===== src/verilog/tdl_cfg.svh =====
// constants for the test access port and debug link block
`ifndef TDL_CFG_SVH
`define TDL_CFG_SVH

// instruction register and data register widths
`define TDL_IR_W 3
`define TDL_DBG_W 10
`define TDL_PRG_W 3
`define TDL_STAT_W 2
`define TDL_BYTE_W 8

// instruction codes
`define TDL_IR_EXTEST 3'h0
`define TDL_IR_SAMPLE 3'h1
`define TDL_IR_DEBUG 3'h2
`define TDL_IR_BYPASS 3'h3
`define TDL_IR_PROG 3'h4
`define TDL_IR_RSVD 3'h6
`define TDL_IR_CAPTURE 3'h1

// register map, byte addresses
`define TDL_AXI_AW 8
`define TDL_OFS_STAT 8'h00
`define TDL_OFS_HOLD 8'h04
`define TDL_OFS_TAP 8'h08

// field positions in the tap status register
`define TDL_TAP_STATE_LSB 0
`define TDL_TAP_INSTR_LSB 4
`define TDL_TAP_RXF_BIT 7
`define TDL_TAP_PRG_LSB 8
`define TDL_TAP_SEL_LSB 12

// reset values
`define TDL_RST_STAT 2'h0
`define TDL_RST_HOLD 8'h00

// bus responses
`define TDL_RESP_OKAY 2'h0
`define TDL_RESP_SLVERR 2'h2

`endif


===== src/verilog/tdl_pkg.sv =====
// types for the test access port and debug link block
package tdl_pkg;
`include "tdl_cfg.svh"

   // controller states
   typedef enum logic [3:0] {
      TAP_TLR = 4'b0000,
      TAP_RTI = 4'b0001,
      TAP_SEL_DR = 4'b0010,
      TAP_CAP_DR = 4'b0011,
      TAP_SH_DR = 4'b0100,
      TAP_EX1_DR = 4'b0101,
      TAP_PA_DR = 4'b0110,
      TAP_EX2_DR = 4'b0111,
      TAP_UPD_DR = 4'b1000,
      TAP_SEL_IR = 4'b1001,
      TAP_CAP_IR = 4'b1010,
      TAP_SH_IR = 4'b1011,
      TAP_EX1_IR = 4'b1100,
      TAP_PA_IR = 4'b1101,
      TAP_EX2_IR = 4'b1110,
      TAP_UPD_IR = 4'b1111
   } tdl_tap_t;

   // serial data path selection
   typedef enum logic [1:0] {
      SEL_BYP = 2'b00,
      SEL_DBG = 2'b01,
      SEL_PRG = 2'b10
   } tdl_sel_t;

   // whole state of the block
   typedef struct packed {
      logic [2:0] sync1;
      logic [2:0] sync2;
      logic tck_q;
      logic [2:0] tms_run;
      tdl_tap_t tap;
      logic [`TDL_IR_W-1:0] ir_shift;
      logic [`TDL_IR_W-1:0] instr_parallel_reg;
      tdl_sel_t sel;
      logic byp;
      logic [`TDL_DBG_W-1:0] dsr;
      logic [`TDL_PRG_W-1:0] psr;
      logic [`TDL_PRG_W-1:0] prg_par;
      logic [`TDL_BYTE_W-1:0] debug_holding_byte;
      logic [`TDL_STAT_W-1:0] debug_status_pair;
      logic rx_flag;
      logic tdo;
      logic tdo_oe;
      logic aw_got;
      logic w_got;
      logic [`TDL_AXI_AW-1:0] aw_addr;
      logic [31:0] w_data;
      logic [3:0] w_strb;
      logic awready;
      logic wready;
      logic bvalid;
      logic [1:0] bresp;
      logic arready;
      logic rvalid;
      logic [1:0] rresp;
      logic [31:0] rdata;
   } tdl_state_t;
endpackage


===== src/verilog/tdl_top.sv =====
// test access port controller with debug link and register slave
// Notes on behaviour
// - codes 000 and 001 are latched as the instruction but keep the previous data path
// - codes 011, 101 and 111 select the one-bit bypass cell
// - in reset state the parallel instruction is forced to bypass
// - debug code 010 selects the ten-bit shift register
// - programming code 100 selects the three-bit shift register
// - code 110 is reserved; host must not load it
// - shift-dr moves selected register one place per test clock
// - update-dr falling edge copies shift register into parallel buffer
// - same edge reloads the shift register from the parallel buffer
// - data scans never touch either instruction register
// - with test clock low, state and scan registers hold
// - after reset: reset state, bypass instruction, bypass path
// - mode select high at a rising edge keeps reset state
// - private instruction takes effect when latched in update-ir
// - instruction kept until new scan or reset state
// - debug word is ten bits: two status bits and a byte
// - debug word shifts least significant bit first
// - status pair: 00 inactive, 01 idle, 10 busy, 11 valid
// - update-dr latches incoming byte and loads outgoing byte
// - capture-ir loads 001 into the instruction shift register
// - update-ir falling edge moves shift into parallel instruction
// - five rising edges with mode select high reach reset state
// - serial input is sampled at the rising test clock edge
`timescale 1ns/100ps
`include "tdl_cfg.svh"
module tdl_top
   import tdl_pkg::*;
(
   input wire logic SYS_CLK_I,
   input wire logic RST_N_I,
   input wire logic TCK_I,
   input wire logic TMS_I,
   input wire logic TDI_I,
   output logic TDO_O,
   output logic TDO_OE_O,
   input wire logic [`TDL_AXI_AW-1:0] S_AXI_AWADDR_I,
   input wire logic S_AXI_AWVALID_I,
   output logic S_AXI_AWREADY_O,
   input wire logic [31:0] S_AXI_WDATA_I,
   input wire logic [3:0] S_AXI_WSTRB_I,
   input wire logic S_AXI_WVALID_I,
   output logic S_AXI_WREADY_O,
   output logic [1:0] S_AXI_BRESP_O,
   output logic S_AXI_BVALID_O,
   input wire logic S_AXI_BREADY_I,
   input wire logic [`TDL_AXI_AW-1:0] S_AXI_ARADDR_I,
   input wire logic S_AXI_ARVALID_I,
   output logic S_AXI_ARREADY_O,
   output logic [31:0] S_AXI_RDATA_O,
   output logic [1:0] S_AXI_RRESP_O,
   output logic S_AXI_RVALID_O,
   input wire logic S_AXI_RREADY_I
);

   tdl_state_t r_reg;
   tdl_state_t r_next;
   logic tck_rise;
   logic tck_fall;
   logic tms_s;
   logic tdi_s;

   // controller transitions on a sampled mode select
   function automatic tdl_tap_t tap_step(input tdl_tap_t s, input logic m);
      tdl_tap_t n;
      begin
         n = s;
         unique case (s)
            TAP_TLR: n = m ? TAP_TLR : TAP_RTI;
            TAP_RTI: n = m ? TAP_SEL_DR : TAP_RTI;
            TAP_SEL_DR: n = m ? TAP_SEL_IR : TAP_CAP_DR;
            TAP_CAP_DR: n = m ? TAP_EX1_DR : TAP_SH_DR;
            TAP_SH_DR: n = m ? TAP_EX1_DR : TAP_SH_DR;
            TAP_EX1_DR: n = m ? TAP_UPD_DR : TAP_PA_DR;
            TAP_PA_DR: n = m ? TAP_EX2_DR : TAP_PA_DR;
            TAP_EX2_DR: n = m ? TAP_UPD_DR : TAP_SH_DR;
            TAP_UPD_DR: n = m ? TAP_SEL_DR : TAP_RTI;
            TAP_SEL_IR: n = m ? TAP_TLR : TAP_CAP_IR;
            TAP_CAP_IR: n = m ? TAP_EX1_IR : TAP_SH_IR;
            TAP_SH_IR: n = m ? TAP_EX1_IR : TAP_SH_IR;
            TAP_EX1_IR: n = m ? TAP_UPD_IR : TAP_PA_IR;
            TAP_PA_IR: n = m ? TAP_EX2_IR : TAP_PA_IR;
            TAP_EX2_IR: n = m ? TAP_UPD_IR : TAP_SH_IR;
            TAP_UPD_IR: n = m ? TAP_SEL_DR : TAP_RTI;
         endcase
         return n;
      end
   endfunction

   // data path chosen by a freshly latched instruction
   function automatic tdl_sel_t sel_decode(input logic [2:0] c,
                                           input tdl_sel_t old);
      tdl_sel_t n;
      begin
         n = SEL_BYP; // bypass codes and reserved code
         if (c == `TDL_IR_EXTEST || c == `TDL_IR_SAMPLE)
         begin
            n = old; // no-operation keeps the path
         end
         else if (c == `TDL_IR_DEBUG)
         begin
            n = SEL_DBG;
         end
         else if (c == `TDL_IR_PROG)
         begin
            n = SEL_PRG;
         end
         return n;
      end
   endfunction

   // register read decode
   function automatic logic [31:0] reg_read(input tdl_state_t s,
                                            input logic [7:0] a);
      logic [31:0] d;
      begin
         d = 32'h00000000;
         if (a == `TDL_OFS_STAT)
         begin
            d[1:0] = s.debug_status_pair;
         end
         else if (a == `TDL_OFS_HOLD)
         begin
            d[7:0] = s.debug_holding_byte;
         end
         else if (a == `TDL_OFS_TAP)
         begin
            d[`TDL_TAP_STATE_LSB+:4] = s.tap;
            d[`TDL_TAP_INSTR_LSB+:3] = s.instr_parallel_reg;
            d[`TDL_TAP_RXF_BIT] = s.rx_flag;
            d[`TDL_TAP_PRG_LSB+:3] = s.prg_par;
            d[`TDL_TAP_SEL_LSB+:2] = s.sel;
         end
         return d;
      end
   endfunction

   function automatic logic addr_ok(input logic [7:0] a);
      return a == `TDL_OFS_STAT || a == `TDL_OFS_HOLD ||
             a == `TDL_OFS_TAP;
   endfunction

   // test clock edges and pin levels after the synchroniser
   assign tck_rise = r_reg.sync2[2] & ~r_reg.tck_q;
   assign tck_fall = ~r_reg.sync2[2] & r_reg.tck_q;
   assign tms_s = r_reg.sync2[1];
   assign tdi_s = r_reg.sync2[0];

   // next state of the whole block
   always_comb
   begin
      r_next = r_reg;
      r_next.sync1 = {TCK_I, TMS_I, TDI_I};
      r_next.sync2 = r_reg.sync1;
      r_next.tck_q = r_reg.sync2[2];

      // software write, applied before the link so link events win
      if (r_reg.aw_got && r_reg.w_got && !r_reg.bvalid)
      begin
         r_next.bvalid = 1'b1;
         r_next.aw_got = 1'b0;
         r_next.w_got = 1'b0;
         r_next.bresp = addr_ok(r_reg.aw_addr) ? `TDL_RESP_OKAY
                                               : `TDL_RESP_SLVERR;
         if (r_reg.w_strb[0])
         begin
            if (r_reg.aw_addr == `TDL_OFS_STAT)
            begin
               r_next.debug_status_pair = r_reg.w_data[1:0];
            end
            if (r_reg.aw_addr == `TDL_OFS_HOLD)
            begin
               r_next.debug_holding_byte = r_reg.w_data[7:0];
            end
            if (r_reg.aw_addr == `TDL_OFS_TAP &&
                r_reg.w_data[`TDL_TAP_RXF_BIT])
            begin
               r_next.rx_flag = 1'b0; // write one to clear
            end
         end
      end
      else if (r_reg.bvalid && S_AXI_BREADY_I)
      begin
         r_next.bvalid = 1'b0;
      end
      if (S_AXI_AWVALID_I && r_reg.awready)
      begin
         r_next.aw_got = 1'b1;
         r_next.aw_addr = S_AXI_AWADDR_I;
      end
      if (S_AXI_WVALID_I && r_reg.wready)
      begin
         r_next.w_got = 1'b1;
         r_next.w_data = S_AXI_WDATA_I;
         r_next.w_strb = S_AXI_WSTRB_I;
      end

      // read channel
      if (r_reg.rvalid && S_AXI_RREADY_I)
      begin
         r_next.rvalid = 1'b0;
      end
      if (S_AXI_ARVALID_I && r_reg.arready)
      begin
         r_next.rvalid = 1'b1;
         r_next.rdata = reg_read(r_reg, S_AXI_ARADDR_I);
         r_next.rresp = addr_ok(S_AXI_ARADDR_I) ? `TDL_RESP_OKAY
                                                : `TDL_RESP_SLVERR;
      end

      // rising test clock: capture and shift, then move on
      if (tck_rise)
      begin
         unique case (r_reg.tap)
            TAP_CAP_IR: r_next.ir_shift = `TDL_IR_CAPTURE;
            TAP_SH_IR: r_next.ir_shift = {tdi_s, r_reg.ir_shift[2:1]};
            TAP_CAP_DR: r_next.byp = 1'b0;
            TAP_SH_DR:
            begin
               // only the selected register moves; lsb leaves first
               unique case (r_reg.sel)
                  SEL_BYP: r_next.byp = tdi_s;
                  SEL_DBG: r_next.dsr = {tdi_s, r_reg.dsr[9:1]};
                  SEL_PRG: r_next.psr = {tdi_s, r_reg.psr[2:1]};
                  default: r_next.byp = tdi_s;
               endcase
            end
            default: r_next.tap = r_reg.tap;
         endcase
         r_next.tap = tap_step(r_reg.tap, tms_s);
         // run of rising edges with mode select high
         r_next.tms_run = !tms_s ? 3'h0 :
            (r_reg.tms_run == 3'h7 ? 3'h7 : r_reg.tms_run + 3'h1);
      end

      // falling test clock: update and drive serial output
      if (tck_fall)
      begin
         if (r_reg.tap == TAP_UPD_IR)
         begin
            r_next.instr_parallel_reg = r_reg.ir_shift;
            r_next.sel = sel_decode(r_reg.ir_shift, r_reg.sel);
         end
         if (r_reg.tap == TAP_UPD_DR && r_reg.sel == SEL_DBG)
         begin
            // status pair low, byte above it
            r_next.debug_holding_byte = r_reg.dsr[9:2];
            r_next.dsr = {r_reg.debug_holding_byte,
                          r_reg.debug_status_pair};
            r_next.rx_flag = 1'b1;
         end
         if (r_reg.tap == TAP_UPD_DR && r_reg.sel == SEL_PRG)
         begin
            r_next.prg_par = r_reg.psr;
            r_next.psr = r_reg.prg_par;
         end
         r_next.tdo_oe = (r_reg.tap == TAP_SH_IR || r_reg.tap == TAP_SH_DR);
         if (r_reg.tap == TAP_SH_IR)
         begin
            r_next.tdo = r_reg.ir_shift[0];
         end
         else if (r_reg.tap == TAP_SH_DR)
         begin
            unique case (r_reg.sel)
               SEL_DBG: r_next.tdo = r_reg.dsr[0];
               SEL_PRG: r_next.tdo = r_reg.psr[0];
               default: r_next.tdo = r_reg.byp;
            endcase
         end
      end

      // reset state forces bypass; otherwise instruction is kept
      if (r_next.tap == TAP_TLR)
      begin
         r_next.instr_parallel_reg = `TDL_IR_BYPASS;
         r_next.sel = SEL_BYP;
      end

      // handshake readies follow the pending state
      r_next.awready = !r_next.aw_got && !r_next.bvalid;
      r_next.wready = !r_next.w_got && !r_next.bvalid;
      r_next.arready = !r_next.rvalid;
   end

   // state register; reset enters the reset state with bypass
   always_ff @(posedge SYS_CLK_I or negedge RST_N_I)
   begin
      if (!RST_N_I)
      begin
         r_reg <= '0;
         r_reg.tap <= TAP_TLR;
         r_reg.instr_parallel_reg <= `TDL_IR_BYPASS;
         r_reg.sel <= SEL_BYP;
         r_reg.debug_status_pair <= `TDL_RST_STAT;
         r_reg.debug_holding_byte <= `TDL_RST_HOLD;
         r_reg.awready <= 1'b1;
         r_reg.wready <= 1'b1;
         r_reg.arready <= 1'b1;
      end
      else
      begin
         r_reg <= r_next;
      end
   end

   // outputs straight from the state register
   assign TDO_O = r_reg.tdo;
   assign TDO_OE_O = r_reg.tdo_oe;
   assign S_AXI_AWREADY_O = r_reg.awready;
   assign S_AXI_WREADY_O = r_reg.wready;
   assign S_AXI_BVALID_O = r_reg.bvalid;
   assign S_AXI_BRESP_O = r_reg.bresp;
   assign S_AXI_ARREADY_O = r_reg.arready;
   assign S_AXI_RVALID_O = r_reg.rvalid;
   assign S_AXI_RDATA_O = r_reg.rdata;
   assign S_AXI_RRESP_O = r_reg.rresp;
endmodule


===== config.mk =====
export PLATFORM = sky130hd
export DESIGN_NAME = tdl_top
export DESIGN_NICKNAME = d
export VERILOG_FILES = /design/src/verilog/tdl_pkg.sv /design/src/verilog/tdl_top.sv
export VERILOG_INCLUDE_DIRS = /design/src /design/src/verilog
export SDC_FILE = /design/constraint.sdc
export NUM_CORES = 1
export LEC_CHECK = 0
export BUFFER_PORTS_ARGS = -buffer_cell sky130_fd_sc_hd__buf_2
export CORE_MARGIN = 3
export CORE_UTILIZATION = 50
export DETAILED_ROUTE_END_ITERATION = 16
export PLACE_DENSITY = 0.82
export SETUP_SLACK_MARGIN = 0.2
export SYNTH_ARGS = -nofsm -noshare
export SYNTH_HDL_FRONTEND = slang
export SYNTH_SLANG_ARGS = --single-unit

===== constraint.sdc =====
create_clock -name SYS_CLK_I -period 1.95 [get_ports SYS_CLK_I]
set_input_delay 0.0975 -clock SYS_CLK_I [delete_from_list [all_inputs] [get_ports SYS_CLK_I]]
set_output_delay 0.0975 -clock SYS_CLK_I [all_outputs]
set_load 0.02 [all_outputs]

* Word level (Yosys, flattened, before mapping) *
Cells that the tools add are included.

word-level totals
  register bits after elaboration = 90
  input bits = 62
  output and inout port bits = 43
  word-level logic and storage cells = 161

cells by class
  equal/unequal tests = 26
  muxes and demuxes = 58
  bitwise gates (word level) = 4
  reductions and logical operators = 44

operator list
  kind                  count
  $pmux W4 S12          1
  $mux W35              1
  $mux W11              3
  $eq A4 B4 Y1 const B  8
  $mux W2               14
  $mux W13              2
  $mux W24              1
  $mux W8               3
  $mux W10              2
  $eq A4 B3 Y1 const B  4
  $eq A8 B3 Y1 const B  2
  $eq A8 B4 Y1 const B  2
  $logic_not A8 Y1      2
  $mux W4               4
  $mux W3               5
  $mux W5               3
  $mux W1               13
  $logic_and A1 B1 Y1   12
  $reduce_bool A2 Y1    5
  $mux W9               1
  $reduce_and A3 Y1     3
  $eq A4 B2 Y1 const B  2
  $logic_not A4 Y1      2
  $reduce_and A2 Y1     4
  19 further kinds      33

* Depth between registers and ports, before layout *
Gate-level depths: netlist (run 1).

  depth after elaboration = 7
  gate-level depth with buffers = 6
  gate-level depth less buffers = 6

* Worst setup path after synthesis (run 1) *
Ideal clock, no wire load.

  kind = register to register
  start point = register r_reg[82] in the netlist's numbering
  end point = register r_reg[90] in the netlist's numbering
  library setup time = 128 ps
  data arrival time = 1465 ps
  required time = 1822 ps
  slack = 358 ps
  stages on the path, launching flop included = 5
  buffers on the path = 0
  period minus slack after synthesis = 1592 ps
  path through = dfrtp_1 -> nor4_1 -> nand2_1 -> nor4_2 -> mux2_1

on the way
  word-level cells in the longest chain between the ends = 2

RTL lines
  what                         RTL line        RTL
  start, declared              tdl_top.sv:57   tdl_state_t r_reg;
  start signal, assigned       tdl_top.sv:303  r_reg <= r_next;
  $logic_not A8 Y1 (no line)   -
  $reduce_and A3 Y1 (no line)  -

Every way passes these cells.
A chain may end at the register's enable or synchronous reset.

* Worst setup path after layout (run 1) *
  start point = register r_reg[128] in the netlist's numbering
  end point = register r_reg[117] in the netlist's numbering

on the way
  word-level cells in the longest chain between the ends = 7
  elaborated cells on any way between the ends = 27
  those cells by class = eq/ne (16); mux (3); reduce/logical (8)

RTL lines
  what                                                                   RTL line                       RTL
  $eq A4 B4 Y1 (tied with other cells)                                   tdl_top.sv:69, tdl_top.sv:240
  $reduce_or A3 Y1 (no line) / $reduce_or A2 Y1 (equally long branches)  -
  $pmux W4 S12                                                           tdl_top.sv:69                  unique case (s)
  $mux W7                                                                tdl_top.sv:213                 if (tck_rise)
  $logic_not A4 Y1                                                       tdl_top.sv:274                 if (r_next.tap == TAP_TLR)
  $ne A2 B1 Y1 (no line) / $reduce_bool A2 Y1 (equally long branches)    -
  $reduce_and A3 Y1 (no line)                                            -

Several ways; a longest one is shown, not always the timed one.

==> results, run 1 <==
- The data required time at the worst endpoint is 2.19 ns.
- Yosys printed 0 warnings.
- The fraction of final layout cells sized beyond drive strength 1 is 0.254.
- The first routing iteration left 233 violations.
- The clock insertion delay at the later pin of the skew report is approximately 0.36 ns.
- In the synthesized netlist the dominant register cell turns out to be dfrtp_1.
- The H-tree generated during clock tree synthesis spans 3 levels.
- The via count normalized by instance count is 5.48.
- The number of clock sinks seen by CTS is 88.
- In this run the critical register-to-register path is launched from r_reg[128].
- Setup violations remaining at the end of the flow were counted as 0.
- The global route total overflow is 0.
- The synthesis-to-finish area growth is 18.4%.
- The number of global-route vias before repair is 3,149.
- After synthesis, the most frequently instantiated cells are dfrtp_1 (83), nand2_1 (48), buf_4 (36), nor2_1 (36), a21oi_1 (23).
- The critical path is of the flip-flop to flip-flop type.
- The overall track demand over capacity in global routing is 0.195.
- The kind of start point of the critical path is a flip-flop.
- The initial antenna violation count came to 0.
- The post-synthesis sequential area ratio is 0.529.
- The routed layout has 3,197 vias.
- Subtracting the final worst setup slack from the clock period gives 1.69 ns.
- In the synthesized netlist the async set-or-reset flop fraction comes to 1.00.
- The floorplan die area is 9480 um^2.
- The reported leakage power is 2.44 nW.
- The length of the first detailed-routing pass in iterations is 5.
- The post-route total power is 5.35 mW.
- The synthesized design contains 0 enable-type register cells.
- The reported max-cap violation count is 0.
- Ranked by total cell area, the synthesized netlist is headed by dfrtp_1 (50%), buf_4 (6.5%), mux2_2 (4.6%).
- The worst voltage drop across the vdd grid is between 0.0005 and 0.0006 V.
- The worst slew margin relative to its limit is 0.581.
- The slew at the pin closest to its max-slew limit is 0.627 ns.
- The number of hold violations in the final report is 0.
- In this run, CTS created clock tree buffers numbering 9.
- Entering global routing, the biggest net connects between 50 and 60 pins.
- In the post-synthesis netlist, the cell with the most instances is dfrtp_1.
- The die is 97.3 um wide.
- The CTS tree is done.
- The first global-routing pass estimated 15,200 um of wire.
- The tightest min-delay check is of the primary input to flip-flop type.
- The die span in y is 97.3 um.
- The core outline area is 7930 um^2.
- The kind of end point of the critical path is a flip-flop.
- The number of instances in the placed design is roughly 540.
- Synthesis handed over a netlist of 400 instances.
- The starting density of the core is 0.526.
- The number of diodes is 0.
- Buffers placed on the I/O ports in this run total 56.
- The final non-filler cell total is 583.
- Along the worst path, the maximum fanout reaches 11.
- Of the available clock period, the critical path in the final layout requires 0.867.
- The synthesized design contains 88 register bits.
- The worst hold margin is 0.108 ns.
- In this run the cell area of the synthesized design comes to 4170 um^2.
- The final worst clock skew is 0.00750 ns.
- For this block, the routed nets add up to 8990 um of wire.
- The final sum of negative setup slack is 0 ns.
- dfrtp_1 takes more of the synthesized area than any other cell.
- Data arrives at the worst endpoint at between 1.5 and 2 ns.
- The detailed-route wire length per cell is 15.4 um.
- The congestion estimate from routability-driven global placement came to 0.876.
- The share of the synthesized area in the top cell type is 0.498.
- The flow ran to the end, and the final reports show no timing, DRC or antenna violations.
- Yosys mapped the design onto 47 distinct sky130hd cell types.
- No sink is reached through more buffers than the 2 on the longest clock path.
- In this run the worst setup path begins at r_reg[128].
- The internal reg-to-reg setup slack is 0.26 ns.
- The floorplan has 32 rows.
- Clock-pin slew was measured on the worst setup and hold paths at about 0.090 ns.
- The max-slew violation count is 0.
- The number of filler instances in the final layout is around 630.
- For this run, the post-layout net count is 540.
- In this run the clock root is driven by a clkbuf_8.
- The number of I/O pins is 105.
- For this design the ratio of total power to cell area is 1080 nW/um^2.
- The number of DRC violations after detailed routing is 0.
- A synthesized cell averages 10.4 um^2.
- The HPWL after detailed placement is 6150 um.
- Setup repair after global routing could not meet its margin everywhere.
- The number of flip-flops under the largest register name is 62.
- The achievable frequency is ~600 MHz.
- The count of antenna-violating nets left after detailed routing is 0.
- The start point of the worst hold path is S_AXI_ARADDR_I[3].
layout make-up:
cell class | count | area [um^2] | area share
timing repair buffer | 96 | 653 | 0.132
clock buffer | 11 | 131 | 0.0266
multi-input combinational | 269 | 1690 | 0.342
inverter | 12 | 45.0 | 0.00912
tap | 102 | 128 | 0.0258
sequential | 88 | 2210 | 0.448
clock inverter | 5 | 81.3 | 0.0165
report_power, final:
group          leakage (nW)  internal, mW  total, mW  switching (mW)
Combinational          1.21         0.622       1.40           0.782
Clock                 0.104         0.723       1.36           0.638
Sequential             1.13          2.21       2.58           0.376
Total                  2.44          3.55       5.35            1.80
kinds of logic (layout without fill, tap and decap cells):
group / Yosys count / count (layout) / synth area share
multiplexers: 36 / 36 / 0.0930
flip-flops: 88 / 88 / 0.529
other: 1 / 21 / 0.000899
buffers and inverters: 63 / 124 / 0.0900
XOR/XNOR: 1 / 1 / 0.00210
AO/OA/AOI/OAI: 88 / 88 / 0.134
adder cells (fa/ha/maj): 2 / 2 / 0.00600
AND/OR/NAND/NOR: 121 / 121 / 0.145
path summary, 6_finish.rpt:
check,to,cells past startpoint
min,S_AXI_RRESP_O[1],3
max,r_reg[117],6
min in group asynchronous,r_next[135],2
max reg2reg,r_reg[117],6
min reg2reg,r_reg[134],0
max in group asynchronous,S_AXI_WREADY_O,3
cells in the final DEF, fill, tap and decap left out, drive strengths merged, types with 3 or more instances in the layout:
| master | netlist | layout |
|---|---|---|
| dfrtp | 83 | 83 |
| buf | 40 | 73 |
| nand2 | 48 | 48 |
| nor2 | 36 | 36 |
| a21oi | 23 | 23 |
| dlygate4sd3 | 0 | 23 |
| mux2 | 22 | 22 |
| conb | 1 | 21 |
| o21ai | 18 | 18 |
| mux2i | 14 | 14 |
| inv | 12 | 12 |
| a31oi | 12 | 12 |
| clkbuf | 11 | 11 |
| a22oi | 8 | 8 |
| nand4 | 8 | 8 |
| nor2b | 7 | 7 |
| a22o | 7 | 7 |
| o31ai | 7 | 7 |
| nand3 | 6 | 6 |
| dfstp | 5 | 5 |
| nand2b | 3 | 3 |
| nor4 | 3 | 3 |
worst max-delay path: stages, from the launching register on:
cell      delay (ns)
dfrtp_1         0.47
buf_4           0.21
nor2_1          0.16
o21ai_0         0.11
a211oi_1        0.37
buf_4           0.21
a21oi_1         0.04
through the flow:
stage	worst slack, ns	instance area (um^2)	util
finish	0.259	4940	0.623
floorplan	0.358	4250	-
detailed placement	0.0996	4460	0.563
CTS	0.207	4930	0.621
global route	0.194	4940	0.623
global placement	0.202	4460	0.563
per-layer routing:
layer,share of wire,GRT usage,vias to the layer above
met2,0.48,0.313,134
li1,-,-,1510
met4,0.014,0.0458,0
met1,0.43,0.266,1539
met5,0,0,-
met3,0.072,0.0546,14
timing repair:
item / 4_1_cts / 5_1_grt
setup endpoints to repair: 3 / 16
resized for setup: 3 / 5
cloned: 0 / 0
setup buffers: 1 / 0
hold buffers: 23 / 0
hold endpoints to repair: 55 / 0
pin swaps: 1 / 2
Power figures use the tool's default switching activity.
==> run 2, diff against run 1 <==
PLACE_DENSITY = 0.76   (was 0.82)
==> run 2 against run 1 <==
Fmax decreased by 0.79%. Register-to-register slack about the same. Clock skew increased by 0.0034 ns. Clock power about the same. Power increased by 0.12%. Combinational power increased by 4%. Worst setup slack got worse by 0.013 ns. Sequential power about the same. Critical path depth decreased by 2. Worst hold slack got worse by 0.073 ns. Sequential cell count unchanged. First-iteration DRC count decreased by 3.0%. Critical path type unchanged. Largest cell class unchanged.
==> results, run 2 (synthesis gave the netlist of run 1 again) <==
- The H-tree depth reported by CTS is 3 (unchanged).
- The final worst-path cycle share is 0.874 (was 0.867).
- Run status: finished, final reports clean (unchanged).
- The detailed-route wire length per cell is 15.2 um (was 15.4 um).
- The worst voltage drop across the vdd grid is 0.000469 V (was 0.000580 V).
- The critical-path maximum fanout is 3 (was 11).
- The combinational group share of total power is 0.270 (was 0.263).
- The total clock buffers created by CTS is 9 (unchanged).
- The number of global-route vias before repair is 3,038 (was 3,149).
- The number of DRC violations after detailed routing came to 0 (unchanged).
- Most frequent cells in the layout: dfrtp_1 (82), buf_2 (55), nand2_1 (47) (was dfrtp_1 (80), buf_2 (55), nand2_1 (47)).
- The global route total overflow came to 0 (unchanged).
- The horizontal extent of the die is 97.3 um (unchanged).
- The HPWL after detailed placement was 6190 um (was 6150 um).
- The critical path data arrival time is 1.95 ns (was 1.93 ns).
- The switching power is 1.79 mW (was 1.80 mW).
- The global-route wire length before repair is 14,900 um (was 15,200 um).
- The length of the first detailed-routing pass in iterations was 4 (was 5).
- The floorplan die area came to 9480 um^2 (unchanged).
- The initial antenna violation count is 0 (unchanged).
- The count of vias placed by the detailed router is 3,144 (was 3,197).
- The number of clock sinks seen by CTS is 88 (unchanged).
- The part of the total power dissipated in sequential elements is 0.480 (was 0.483).
- The kind of start point of the critical path is a flip-flop (unchanged).
- The switching power share of the total is 0.335 (was 0.336).
- The DRC violation total after the first TritonRoute iteration came to 226 (was 233).
- The clock period minus final worst setup slack is 1.70 ns (was 1.69 ns).
- The final weighted congestion of routability-driven global placement is 0.864 (was 0.876).
- The minimum setup slack in the final design is 0.246 ns (was 0.259 ns).
- The number of diodes is 0 (unchanged).
- The power per cell area was 1080 nW/um^2 (about the same).
- The synthesis-to-finish area growth is 18.7% (was 18.4%).
- The data required time at the worst endpoint was 2.19 ns (about the same).
- The die span in y is 97.3 um (unchanged).
- The final core area utilization was 0.625 (was 0.623).
- The worst-case setup slack after placement is 0.124 ns (was 0.0996 ns).
- The final number of setup-violating endpoints is 0 (unchanged).
- The kind of end point of the critical path is a flip-flop (unchanged).
- The maximum buffer depth of the clock tree is 2 (unchanged).
- The fraction of final layout cells sized beyond drive strength 1 was 0.256 (was 0.254).
- The final non-filler cell total is 583 (unchanged).
- The reported max-cap violation count is 0 (unchanged).
- The kind of critical path is flip-flop to flip-flop (unchanged).
- The final worst clock skew is 0.0109 ns (was 0.00750 ns).
- The starting density of the core is 0.526 (unchanged).
- The via count normalized by instance count is 5.39 (was 5.48).
- The number of flip-flops under the largest register name is 62 (unchanged).
- The number of hold violations in the final report is 0 (unchanged).
- The count of port buffers added during placement was 56 (unchanged).
- The overall track demand over capacity in global routing came to 0.193 (was 0.195).
- The core outline area was 7930 um^2 (unchanged).
- The final routed wirelength across all metal layers was 8880 um (was 8990 um).
- The path type of the worst min-delay path is primary input to flip-flop (unchanged).
- The commonest non-fill, non-tap cell in the layout is dfrtp_1 (unchanged).
- The internal power component was 3.56 mW (was 3.55 mW).
- The slew at the pin closest to its max-slew limit is 0.634 ns (was 0.627 ns).
- The number of I/O pins is 105 (unchanged).
- The post-layout net count was 541 (was 540).
- The number of rows created at floorplan is 32 (unchanged).
- The root cell of the clock tree is clkbuf_8 (unchanged).
- The clock insertion delay at the later pin of the skew report came to 0.35 ns (was 0.36 ns).
- The worst slew margin relative to its limit is 0.577 (was 0.581).
- The clock input transition at the sequential cells of the worst setup and hold paths is 0.09 ns (about the same).
- The largest net degree at the start of global routing is 41 (was 53).
- Setup repair after global routing missed its margin: no (was yes).
- The achievable frequency came to 587 MHz (was 592 MHz).
- The power share of the clock group is 0.250 (was 0.255).
- The max-slew violation count is 0 (unchanged).
- The count of antenna-violating nets left after detailed routing is 0 (unchanged).
- The post-route total power is 5.35 mW (about the same).
- The number of instances in the placed design is 545 (was 543).
- The reported leakage power came to 2.45 nW (was 2.44 nW).
- The CTS tree is done (unchanged).
- The final sum of negative setup slack is 0 ns (unchanged).
-- run 2: path summary, 6_finish.rpt --
| kind | slack, ns | cells after the start | endpoint | startpoint |
|---|---|---|---|---|
| max in group asynchronous | 1.08 | 3 | S_AXI_ARREADY_O | RST_N_I |
| hold reg to reg | 0.35 | 0 | r_reg[133] | r_next[133] |
| hold / removal | 0.04 | 2 | S_AXI_BVALID_O | S_AXI_BREADY_I |
| min in group asynchronous | 0.21 | 2 | r_reg[116] | RST_N_I |
| setup / recovery | 0.25 | 4 | r_reg[90] | r_reg[82] |
| setup reg to reg | 0.25 | 4 | r_reg[90] | r_reg[82] |
-- run 2: power by group through the flow --
stage | clock, mW | sequential, mW | combinational (mW)
2_1_floorplan | 0 | 2.50 | 0.929
3_3_place_gp | 0 | 2.52 | 1.31
3_5_place_dp | 0 | 2.55 | 1.35
4_1_cts | 1.39 | 2.52 | 1.41
5_1_grt | 1.48 | 2.62 | 1.58
6_report | 1.34 | 2.57 | 1.45
-- run 2: final cells by class --
type	instances	area, um^2
fill	652	2980
sequential	88	2210
multi-input combinational	269	1700
timing repair buffer	97	658
clock buffer	10	128
tap	102	128
clock inverter	5	81.3
inverter	12	45.0
-- run 2: worst max-delay path, stage by stage (launching register included) --
cell     delay, ns
dfrtp_1       0.42
nor4_4        0.36
nand2_2       0.13
nor4_4        0.32
mux2_1        0.36
-- run 2: routing by layer --
layer,vias to the layer above,GRT usage,routed length (um),share of wire
met5,-,0,0,0
met4,0,0.0724,159,0.018
met3,15,0.0373,571,0.064
met2,97,0.295,4190,0.47
met1,1533,0.275,3960,0.45
li1,1499,-,-,-
-- run 2: per-stage QoR --
| step | hold slack, ns | cell area [um^2] |
|---|---|---|
| after floorplan | -0.198 | 4250 |
| after global placement | 0.0443 | 4470 |
| after detailed placement | 0.0499 | 4470 |
| after CTS | 0.0146 | 4920 |
| after global routing | 0.0514 | 4950 |
| final | 0.0356 | 4950 |
-- run 2: repair_timing --
action	4_1_cts	5_1_grt
hold buffers	22	0
pin swaps	0	1
setup buffers	0	1
endpoints found under the setup margin	2	21
hold endpoints to repair	48	0
gates resized for setup	2	6
gates cloned	0	0
==> run 3, diff against run 2 <==
CORE_ASPECT_RATIO = 1.2   (was not set)
RECOVER_POWER = 100   (was not set)
==> run 3 against run 2 <==
Global-route usage down 0.27 points. Clock power down 6%. Die area about the same. Worst hold slack better by 0.092 ns. Clock skew up 0.0035 ns. Critical path depth up 1. Combinational power down 6%. Via count down 2.6%. Highest routed layer unchanged.
==> results, run 3 (synthesis gave the netlist of run 1 again) <==
- Run status: finished, final reports clean (unchanged).
- Critical-path cell list: clkbuf_2 > nor2b_2 > clkbuf_1 > a22oi_1 > o311ai_0 (was nor4_4 > nand2_2 > nor4_4 > mux2_1).
- The max-slew violation count was 0 (unchanged).
- The commonest non-fill, non-tap cell in the layout is dfrtp_1 (unchanged).
- The initial antenna violation count was 0 (unchanged).
- The depth of the worst register-to-register path is 5 (was 4).
- The number of I/O pins is 105 (unchanged).
- The reported max-cap violation count is 0 (unchanged).
- The internal reg-to-reg setup slack is 0.22 ns (was 0.25 ns).
- The die span in y is 106 um (was 97.3 um).
- The critical path buffer and inverter count is 2 (was 0).
- The global-route wire length before repair is 14,100 um (was 14,900 um).
- The clock period minus final worst setup slack is 1.73 ns (was 1.70 ns).
- The post-layout net count is 540 (was 541).
- The root cell of the clock tree was clkbuf_8 (unchanged).
- The final worst clock skew was 0.0143 ns (was 0.0109 ns).
- The total stage count of the critical path came to 5 (was 4).
- The power per cell area is 1060 nW/um^2 (was 1080 nW/um^2).
- The worst voltage drop across the vdd grid was 0.000756 V (was 0.000469 V).
- The cell with the largest stage delay on the worst path is dfrtp_1 (unchanged).
- The kind of start point of the critical path is a flip-flop (unchanged).
- The overall track demand over capacity in global routing is 0.190 (was 0.193).
- The kind of end point of the critical path is a flip-flop (unchanged).
- The count of cells along the worst hold path is 3 (was 2).
- The DRC violation total after the first TritonRoute iteration is 138 (was 226).
- The stage delay of the slowest cell on the critical path is 0.49 ns (was 0.42 ns).
- The final routed wirelength across all metal layers is 8480 um (was 8880 um).
- The starting density of the core is 0.529 (was 0.526).
- Setup repair after global routing missed its margin: no (unchanged).
- The number of global-route vias before repair is 2,946 (was 3,038).
- The final worst-path cycle share is 0.889 (was 0.874).
- The path type of the worst min-delay path is primary input to flip-flop (unchanged).
- The worst slew margin relative to its limit is 0.293 (was 0.577).
- The critical path data arrival time is 1.98 ns (was 1.95 ns).
- The number of hold violations in the final report came to 0 (unchanged).
- The part of the total power dissipated in sequential elements is 0.489 (was 0.480).
- The global route total overflow is 0 (unchanged).
- The CTS tree was done (unchanged).
- The number of flip-flops under the largest register name was 62 (unchanged).
- Most frequent cells in the layout: dfrtp_1 (83), nand2_1 (48), nor2_1 (36) (was dfrtp_1 (82), buf_2 (55), nand2_1 (47)).
- The final non-filler cell total was 573 (was 583).
- The count of vias placed by the detailed router is 3,062 (was 3,144).
- The number of rows created at floorplan is 35 (was 32).
- The clock input transition at the sequential cells of the worst setup and hold paths is 0.08 ns (was 0.09 ns).
- The number of instances in the placed design is 534 (was 545).
- The length of the first detailed-routing pass in iterations is 4 (unchanged).
- The kind of critical path was flip-flop to flip-flop (unchanged).
- The HPWL after detailed placement came to 5920 um (was 6190 um).
- The number of diodes is 0 (unchanged).
- The category of cells accounting for the largest share of critical-path delay is buffers and inverters (was simple AND/OR/NAND/NOR gates).
- The synthesis-to-finish area growth was 17.0% (was 18.7%).
- The count of port buffers added during placement is 56 (unchanged).
- The fraction of final layout cells sized beyond drive strength 1 is 0.193 (was 0.256).
- The switching power share of the total was 0.344 (was 0.335).
- The core outline area is 7880 um^2 (was 7930 um^2).
- The total clock buffers created by CTS is 9 (unchanged).
- The H-tree depth reported by CTS came to 3 (unchanged).
- The horizontal extent of the die is 89.4 um (was 97.3 um).
- The reported leakage power is 2.34 nW (was 2.45 nW).
- The largest net degree at the start of global routing is 42 (was 41).
- The internal power component was 3.38 mW (was 3.56 mW).
- The power share of the clock group came to 0.245 (was 0.250).
- The final number of setup-violating endpoints was 0 (unchanged).
- The floorplan die area is 9480 um^2 (about the same).
- The number of clock sinks seen by CTS is 88 (unchanged).
- The maximum buffer depth of the clock tree is 2 (unchanged).
- The detailed-route wire length per cell is 14.8 um (was 15.2 um).
- The post-route total power is 5.15 mW (was 5.35 mW).
- The combinational group share of total power is 0.265 (was 0.270).
- The final sum of negative setup slack is 0 ns (unchanged).
- The clock insertion delay at the later pin of the skew report is 0.36 ns (was 0.35 ns).
- The slew at the pin closest to its max-slew limit is 1.06 ns (was 0.634 ns).
- The number of DRC violations after detailed routing is 0 (unchanged).
- The critical-path maximum fanout was 8 (was 3).
- The achievable frequency is 577 MHz (was 587 MHz).
- The switching power is 1.77 mW (was 1.79 mW).
- The via count normalized by instance count came to 5.34 (was 5.39).
- The count of antenna-violating nets left after detailed routing is 0 (unchanged).
- The final weighted congestion of routability-driven global placement is 0.877 (was 0.864).
- The number of filler instances in the final layout was 678 (was 652).
- The data required time at the worst endpoint is 2.19 ns (about the same).
run 3: power groups by stage:
stage / Sequential (mW) / Clock, mW / Combinational (mW)
floorplan: 2.50 / 0 / 0.929
global placement: 2.51 / 0 / 1.29
detailed placement: 2.53 / 0 / 1.34
CTS: 2.50 / 1.29 / 1.39
global route: 2.57 / 1.38 / 1.52
finish: 2.52 / 1.26 / 1.37
run 3: worst reg2reg max path, delay by kind of cell (launching register included):
kind | cells | cell delay [ns]
AND/OR/NAND/NOR | 1 | 0.23
flip-flops | 1 | 0.49
AO/OA/AOI/OAI | 2 | 0.40
buffers and inverters | 2 | 0.51
run 3: timing repair:
action / in CTS / in global routing
resized for setup: 1 / 5
endpoints found under the hold margin: 58 / 0
buffers inserted: 0 / 0
pin swaps: 0 / 0
hold buffers: 23 / 0
setup endpoints to repair: 2 / 9
run 3: final timing paths:
kind                                   startpoint                to
worst max-delay path                   r_reg[127]        r_reg[126]
worst min-delay path            S_AXI_ARADDR_I[3]  S_AXI_RRESP_O[1]
worst max register to register         r_reg[127]        r_reg[126]
worst min register to register        r_next[135]       r_next[132]
max in group asynchronous                 RST_N_I          TDO_OE_O
min in group asynchronous                 RST_N_I         r_reg[86]
run 3: per-stage QoR:
step | instance area, um^2 | utilization | hold slack (ns) | setup slack [ns]
after floorplan | 4250 | - | -0.198 | 0.358
after global placement | 4470 | 0.567 | 0.110 | 0.173
after detailed placement | 4470 | 0.567 | 0.117 | 0.130
after CTS | 4900 | 0.622 | 0.111 | 0.224
after global routing | 4880 | 0.619 | 0.130 | 0.102
final | 4880 | 0.619 | 0.128 | 0.217
run 3: routing by layer:
metal	wire [um]	vias to the layer above	global-route usage
met5	0	-	0
met4	143	0	0.0723
met3	328	11	0.0326
met2	4220	78	0.306
met1	3790	1472	0.255
li1	-	1501	-
run 3: cell type report:
class                           instances  area [um^2]  area share
Inverter                               12         45.0     0.00923
Clock buffer                           10          128      0.0261
Tap cell                               92          115      0.0236
Sequential cell                        88         2210       0.452
Timing Repair Buffer                   96          619       0.127
Multi-Input combinational cell        269         1700       0.348
Clock inverter                          6         68.8      0.0141
